--- src/rtl/amm_pkg.sv ---
// Shared constants and types for the signed min/max atomic executor
package amm_pkg;
    localparam int instr_w = 32;
    localparam int data_w = 64;
    localparam int idx_w = 5;
    localparam logic [4:0] zero_idx = 5'h1f;
    // Instruction field positions
    localparam int size_hi = 31;
    localparam int size_lo = 30;
    localparam int fixed_hi = 29;
    localparam int fixed_lo = 24;
    localparam int acq_pos = 23;
    localparam int rel_pos = 22;
    localparam int one_pos = 21;
    localparam int src_hi = 20;
    localparam int src_lo = 16;
    localparam int o3_pos = 15;
    localparam int opc_hi = 14;
    localparam int opc_lo = 12;
    localparam int z_hi = 11;
    localparam int z_lo = 10;
    localparam int base_hi = 9;
    localparam int base_lo = 5;
    localparam int dst_hi = 4;
    localparam int dst_lo = 0;
    // Fixed encoding values
    localparam logic [5:0] fixed_val = 6'h38;
    localparam logic [2:0] opc_smax = 3'h4;
    localparam logic [2:0] opc_smin = 3'h5;
    localparam logic [1:0] size_byte = 2'h0;
    localparam logic [1:0] size_half = 2'h1;
    localparam logic [1:0] size_word = 2'h2;
    localparam logic [1:0] size_dword = 2'h3;
    localparam logic [3:0] sp_align_mask = 4'hf;
    localparam logic [63:0] cmp_unused = 64'h0;

    typedef enum logic [2:0] {
        st_idle = 3'b000,
        st_regrd = 3'b001,
        st_issue = 3'b010,
        st_wait_old = 3'b011,
        st_write = 3'b100,
        st_wb = 3'b101
    } exec_state_e;

    typedef enum logic {
        op_smax = 1'b0,
        op_smin = 1'b1
    } amo_op_e;

    // Keeps the low (8 << size) bits
    function automatic logic [63:0] size_mask(input logic [1:0] sz, input logic [63:0] v);
        logic [63:0] r;
        r = v;
        case (sz)
            size_byte: r = {56'h0, v[7:0]};
            size_half: r = {48'h0, v[15:0]};
            size_word: r = {32'h0, v[31:0]};
            default: r = v;
        endcase
        return r;
    endfunction : size_mask

    // Sign extends the low (8 << size) bits
    function automatic logic [63:0] size_sext(input logic [1:0] sz, input logic [63:0] v);
        logic [63:0] r;
        r = v;
        case (sz)
            size_byte: r = {{56{v[7]}}, v[7:0]};
            size_half: r = {{48{v[15]}}, v[15:0]};
            size_word: r = {{32{v[31]}}, v[31:0]};
            default: r = v;
        endcase
        return r;
    endfunction : size_sext
endpackage : amm_pkg

--- src/rtl/amm_dec_if.sv ---
// Decoded instruction fields passed from decoder to executor
`timescale 1ns/10ps
interface amm_dec_if;
    import amm_pkg::*;
    logic match;
    logic undef;
    amo_op_e op;
    logic [1:0] size;
    logic acquire;
    logic release_o;
    logic tag_check;
    logic use_sp;
    logic discard;
    logic dst_is64;
    logic [4:0] src_idx;
    logic [4:0] base_idx;
    logic [4:0] dst_idx;

    modport dec (output match, undef, op, size, acquire, release_o, tag_check, use_sp,
        discard, dst_is64, src_idx, base_idx, dst_idx);
    modport exec (input match, undef, op, size, acquire, release_o, tag_check, use_sp,
        discard, dst_is64, src_idx, base_idx, dst_idx);
endinterface : amm_dec_if

--- src/rtl/amm_decode.sv ---
// Field extraction and attribute decode for the signed min/max atomics
`timescale 1ns/10ps
module amm_decode
    import amm_pkg::*;
(
    input wire logic [31:0] instr,
    input wire logic large_system_ext_feature,
    amm_dec_if.dec d
);
    logic [2:0] opc;
    logic [4:0] dst;
    logic [4:0] base;

    assign opc = instr[opc_hi:opc_lo];
    assign dst = instr[dst_hi:dst_lo];
    assign base = instr[base_hi:base_lo];

    always_comb begin
        d.match = (instr[fixed_hi:fixed_lo] == fixed_val) && instr[one_pos]
            && !instr[o3_pos] && (instr[z_hi:z_lo] == 2'h0)
            && ((opc == opc_smax) || (opc == opc_smin));
        // Whole class is absent without the feature
        d.undef = !large_system_ext_feature || !d.match;
        d.op = (opc == opc_smin) ? op_smin : op_smax;
        d.size = instr[size_hi:size_lo];
        d.acquire = instr[acq_pos] && (dst != zero_idx);
        d.release_o = instr[rel_pos];
        d.tag_check = (base != zero_idx);
        d.use_sp = (base == zero_idx);
        d.discard = (dst == zero_idx);
        d.dst_is64 = (instr[size_hi:size_lo] == size_dword);
        d.src_idx = instr[src_hi:src_lo];
        d.base_idx = base;
        d.dst_idx = dst;
    end
endmodule : amm_decode

--- src/rtl/amm_minmax.sv ---
// Signed maximum or minimum at byte, halfword, word or doubleword width
`timescale 1ns/10ps
module amm_minmax
    import amm_pkg::*;
(
    input wire logic [1:0] size,
    input wire amo_op_e op,
    input wire logic [63:0] mem_val,
    input wire logic [63:0] reg_val,
    output logic [63:0] result
);
    logic signed [63:0] m_sx;
    logic signed [63:0] r_sx;
    logic r_greater;

    always_comb begin
        m_sx = size_sext(size, mem_val);
        r_sx = size_sext(size, reg_val);
        r_greater = (r_sx > m_sx);
        // Max keeps the larger, min the smaller
        if (op == op_smax) begin
            result = size_mask(size, r_greater ? reg_val : mem_val);
        end else begin
            result = size_mask(size, r_greater ? mem_val : reg_val);
        end
    end
endmodule : amm_minmax

--- src/rtl/atomic_signed_minmax_exec.sv ---
// Executor for signed max/min atomics: decode, operand fetch, RMW, writeback
`timescale 1ns/10ps
module atomic_signed_minmax_exec
    import amm_pkg::*;
(
    input wire logic mclk,
    input wire logic reset,
    input wire logic large_system_ext_feature,
    input wire logic sp_align_check_en,
    input wire logic instr_valid,
    output logic instr_ready,
    input wire logic [31:0] instr,
    output logic [4:0] rf_src_idx,
    input wire logic [63:0] rf_src_data,
    output logic [4:0] rf_base_idx,
    input wire logic [63:0] rf_base_data,
    input wire logic [63:0] sp_value,
    output logic undef_exc,
    output logic sp_align_fault,
    output logic mem_req_valid,
    input wire logic mem_req_ready,
    output logic [63:0] mem_addr,
    output logic mem_op_min,
    output logic [1:0] mem_size,
    output logic mem_acquire,
    output logic mem_release,
    output logic mem_tag_check,
    output logic [63:0] mem_operand,
    output logic [63:0] mem_cmp_data,
    input wire logic mem_old_valid,
    input wire logic [63:0] mem_old_data,
    output logic mem_new_valid,
    input wire logic mem_new_ready,
    output logic [63:0] mem_new_data,
    output logic wb_valid,
    output logic [4:0] wb_idx,
    output logic wb_is64,
    output logic [63:0] wb_data
);
    amm_dec_if dif ();
    amm_dec_if lat ();

    exec_state_e state_reg;
    exec_state_e state_next;
    logic [31:0] instr_reg;
    logic [63:0] addr_reg;
    logic [63:0] operand_reg;
    logic [63:0] old_reg;
    logic [63:0] new_reg;
    logic undef_reg;
    logic fault_reg;
    logic wb_reg;
    logic [63:0] merged;
    logic sp_misaligned;

    amm_decode u_dec_in (
        .instr(instr),
        .large_system_ext_feature(large_system_ext_feature),
        .d(dif.dec)
    );

    // Latched copy drives the rest of the operation
    amm_decode u_dec_lat (
        .instr(instr_reg),
        .large_system_ext_feature(1'b1),
        .d(lat.dec)
    );

    amm_minmax u_mm (
        .size(lat.size),
        .op(lat.op),
        .mem_val(mem_old_data),
        .reg_val(operand_reg),
        .result(merged)
    );

    assign instr_ready = (state_reg == st_idle);
    assign rf_src_idx = lat.src_idx;
    assign rf_base_idx = lat.base_idx;
    assign sp_misaligned = lat.use_sp && sp_align_check_en
        && ((sp_value[3:0] & sp_align_mask) != 4'h0);

    always_comb begin
        state_next = state_reg;
        case (state_reg)
            st_idle: begin
                if (instr_valid && !dif.undef) begin
                    state_next = st_regrd;
                end
            end
            st_regrd: begin
                state_next = sp_misaligned ? st_idle : st_issue;
            end
            st_issue: begin
                if (mem_req_ready) begin
                    state_next = st_wait_old;
                end
            end
            st_wait_old: begin
                if (mem_old_valid) begin
                    state_next = st_write;
                end
            end
            st_write: begin
                if (mem_new_ready) begin
                    state_next = st_wb;
                end
            end
            st_wb: begin
                state_next = st_idle;
            end
            default: begin
                state_next = st_idle;
            end
        endcase
    end

    always_ff @(posedge mclk) begin
        if (reset) begin
            state_reg <= st_idle;
        end else begin
            state_reg <= state_next;
        end
    end

    always_ff @(posedge mclk) begin
        if (reset) begin
            instr_reg <= 32'h0;
        end else if (state_reg == st_idle && instr_valid && !dif.undef) begin
            instr_reg <= instr;
        end
    end

    always_ff @(posedge mclk) begin
        if (reset) begin
            undef_reg <= 1'b0;
        end else begin
            undef_reg <= (state_reg == st_idle) && instr_valid && dif.undef;
        end
    end

    always_ff @(posedge mclk) begin
        if (reset) begin
            fault_reg <= 1'b0;
        end else begin
            fault_reg <= (state_reg == st_regrd) && sp_misaligned;
        end
    end

    always_ff @(posedge mclk) begin
        if (reset) begin
            addr_reg <= 64'h0;
            operand_reg <= 64'h0;
        end else if (state_reg == st_regrd) begin
            addr_reg <= lat.use_sp ? sp_value : rf_base_data;
            operand_reg <= size_mask(lat.size, rf_src_data);
        end
    end

    // Old value kept apart from the merged one so the register gets the original
    always_ff @(posedge mclk) begin
        if (reset) begin
            old_reg <= 64'h0;
        end else if (state_reg == st_wait_old && mem_old_valid) begin
            old_reg <= size_mask(lat.size, mem_old_data);
        end
    end

    always_ff @(posedge mclk) begin
        if (reset) begin
            new_reg <= 64'h0;
        end else if (state_reg == st_wait_old && mem_old_valid) begin
            // Merged straight from the bus so it is ready when the write starts
            new_reg <= merged;
        end
    end

    always_ff @(posedge mclk) begin
        if (reset) begin
            wb_reg <= 1'b0;
        end else begin
            wb_reg <= (state_reg == st_write) && mem_new_ready && !lat.discard;
        end
    end

    // Request attributes held steady while waiting on the memory
    always_comb begin
        mem_req_valid = (state_reg == st_issue);
        mem_addr = addr_reg;
        mem_op_min = (lat.op == op_smin);
        mem_size = lat.size;
        mem_acquire = lat.acquire;
        mem_release = lat.release_o;
        mem_tag_check = lat.tag_check;
        mem_operand = operand_reg;
        mem_cmp_data = cmp_unused;
        mem_new_valid = (state_reg == st_write);
        mem_new_data = new_reg;
    end

    assign undef_exc = undef_reg;
    assign sp_align_fault = fault_reg;
    assign wb_valid = wb_reg;
    assign wb_idx = lat.dst_idx;
    assign wb_is64 = lat.dst_is64;
    // Upper half already zero for narrow sizes
    assign wb_data = old_reg;
endmodule : atomic_signed_minmax_exec

--- config.mk ---
export PLATFORM = sky130hd
export DESIGN_NAME = atomic_signed_minmax_exec
export DESIGN_NICKNAME = d
export VERILOG_FILES = /design/src/rtl/amm_pkg.sv /design/src/rtl/amm_dec_if.sv /design/src/rtl/amm_decode.sv /design/src/rtl/amm_minmax.sv /design/src/rtl/atomic_signed_minmax_exec.sv
export SDC_FILE = /design/constraint.sdc
export NUM_CORES = 1
export LEC_CHECK = 0
export ABC_AREA = 1
export BUFFER_PORTS_ARGS = -buffer_cell sky130_fd_sc_hd__clkbuf_2
export CAP_MARGIN = 40
export CORE_AREA = 2 2 249 251
export DETAILED_ROUTE_END_ITERATION = 8
export DIE_AREA = 0 0 251 253
export PLACE_DENSITY = 0.54
export SETUP_SLACK_MARGIN = 0.15
export SKIP_LAST_GASP = 1
export SYNTH_ARGS = -nofsm -noshare
export SYNTH_HDL_FRONTEND = slang
export SYNTH_HIERARCHICAL = 1
export SYNTH_SLANG_ARGS = --single-unit
--- constraint.sdc ---
create_clock -name mclk -period 11.8 [get_ports mclk]
set_input_delay 2.95 -clock mclk [delete_from_list [all_inputs] [get_ports mclk]]
set_output_delay 2.95 -clock mclk [all_outputs]
set_load 0.02 [all_outputs]
==> results by group <==
Clock network
  • Num CTS Buffers: 36
  • CTS sink cnt: 284
  • Clk buf depth: 3
  • # resized after CTS: 0
  • Post-CTS Setup Repair Bufs: 0
  • Root buf cell: clkbuf_16
  • Later-pin clock latency in the skew report: 0.56 ns
  • CTS tree: yes
  • CTS Hold Bufs: 0
  • H-tree levels: 2
  • Clock transition at path regs: 0.06 ns

Floorplan
  • Die ar.: 63500 sq um
  • I/O Pins: 644
  • Core footprint: 61030 sq um
  • Die height: 253 microns
  • Initial Utilization: 0.2521
  • Die width: 251 microns
  • Row count: 91

Synthesis
  • Syn avg cell area: 7.003 sq um
  • Mapped Area: 15390 sq um
  • Cells after Synth: 2197
  • Yosys warns: 6

Global routing
  • Global-route met3 utilization: 0.05335
  • First-pass GRT wire length: 93.75 mm
  • GR Layer Usage met2: 0.3250
  • Initial antenna violation count: 15
  • Global route hottest layer: met2
  • Met1 usage: 0.2347
  • Grt total ovfl: 0
  • Largest net degree at the start of global routing: 87
  • Aggregate global-route resource usage: 0.1923
  • Number of global-route vias before repair: 14660

Cells and area
  • Layout cell share with drive strength beyond 1: 0.2565
  • Final #Nets: 3009
  • Cell Count, Final, Fillers Out: 3471
  • Register area: 5687 sq um
  • FILL cells: 6766
  • Multi-input gate area: 7943 sq um
  • Layout area overhead: 27.08%

Power and ir drop
  • Power share of the combinational group: 0.329
  • Total power: 0.003432 W
  • Maximum VDD drop: 0.0001038 V
  • P per Cell Area: 175.5 nW/um^2
  • Sw Ratio: 0.3843
  • Internal Pwr Total: 0.002113 W
  • Leak: 9.395 nW
  • Reg power frac: 0.331
  • P_sw: 0.001319 W
  • Clock power frac: 0.340

Critical path
  • Worst Reg2Reg Path Length in Cells: 24
  • Worst-path maximum fanout: 60
  • Crit end category: flip-flop
  • Crit path required time: 12.29 ns
  • Startpoint types: input pin
  • WP data arrival: 7.31 ns
  • CP Class: in2reg

Timing
  • Final hold violations: 0
  • Max Slew Vio Count: 0
  • Unrepaired setup endpoints after global routing: false
  • Fin crit period: 6.820 ns
  • Final Setup Violations: 0
  • TNS Setup: 0 ns
  • Setup Skew: 0.03131 ns
  • Worst-Margin Slew: 0.8678 ns
  • Relative max-transition margin: 0.4214
  • Fin crit share: 0.5780
  • Setup ws final: 4.980 ns
  • Fmax: 146.6 MHz

Placement
  • Post-Place Setup Slack: 4.365 ns
  • PortBufs: 579
  • DP HPWL: 47.22 mm
  • Placed cell count: 3401
  • GPL Wtd Cong: 0.8413

Routing
  • Avg Vias per Cell: 4.589
  • Vias after detailed routing: 15930
  • Antenna Nets Post-Route: 0
  • Wire length per cell: 18.51 microns
  • TritonRoute pass-1 iters: 5
  • Drt total wl: 64.25 mm
  • Remaining DRCs: 0
  • DR iter-0 viols: 799

Job
  • Max-cap viol count: 0

Worst hold path
  • Hold Crit Depth: 2
  • Worst min path class: reg2reg

Status
  • Status: finished clean
-- power groups by stage --
stage,sequential (W),clock [W],combinational (W)
final,0.00114,0.00117,0.00113
after global routing,0.00115,0.00122,0.00128
after CTS,0.00113,0.00119,0.00114
after detailed placement,0.00115,0,0.00114
after global placement,0.00116,0,0.00112
after floorplan,0.00125,0,0.000714
-- area by class of cell --
cell class                      count  share of cell area
Tap cell                          790             0.05055
Clock inverter                      8            0.006463
Timing Repair Buffer              600              0.1592
Inverter                          154             0.02982
Sequential cell                   284              0.2908
Multi-Input combinational cell   1573              0.4062
Antenna cell                        7           0.0008959
Clock buffer                       55             0.05599
-- worst max-delay path: stages --
cell and delay (ns):
clkbuf_2 0.11, inv_1 0.07, o21ai_1 0.13, buf_4 0.26, a21oi_1 0.09, nand2_1 0.26, buf_16 0.20, o21ai_0 0.11
ha_1 0.30, a21oi_1 0.15, o21ai_0 0.10, a21oi_1 0.14, nand2_1 0.09, a21oi_1 0.20, nand2_1 0.09, nand2_2 0.10
nand4_4 0.44, nand2_4 0.21, buf_4 0.44, buf_16 0.30, nor2_1 0.07, nor2_1 0.12, nand3_1 0.09, a21oi_1 0.17
-- metal layers --
layer | share of wire | routed length, microns | vias up
met4 | 0.031 | 1968 | 6
met1 | 0.41 | 26630 | 7220
met2 | 0.48 | 30680 | 606
met5 | 0.00068 | 44 | -
met3 | 0.077 | 4921 | 104
li1 | - | - | 7993
-- per-stage QoR --
stage	hold slack, ns	area (sq um)	utilization
after floorplan	0.4613	15620	-
after global placement	0.4515	18240	0.2989
after detailed placement	0.4544	18310	0.3001
after CTS	0.4622	19540	0.3201
after global routing	0.4826	19550	0.3203
final	0.4608	19550	0.3204
-- cells in the final DEF, fill, tap and decap left out, types with 64 or more instances in the layout --
| cell | n |
|---|---|
| o21ai_0 | 213 |
| nor2_1 | 176 |
| nand2_1 | 491 |
| inv_1 | 143 |
| conb_1 | 64 |
| clkbuf_2 | 577 |
| dfxtp_1 | 283 |
| nand3_1 | 160 |
| ha_1 | 64 |
| a21oi_1 | 244 |
| mux2i_1 | 64 |
-- worst paths after layout --
check                                 startpoint                to  slack, ns
worst min register to register  mem_new_data[44]  mem_new_data[44]       0.46
worst max register to register     instr_reg[30]  mem_new_data[32]       6.12
worst min-delay path            mem_new_data[44]  mem_new_data[44]       0.46
worst max-delay path             mem_old_data[7]  mem_new_data[32]       4.98
No activity file was read; power rests on OpenSTA's default activity.
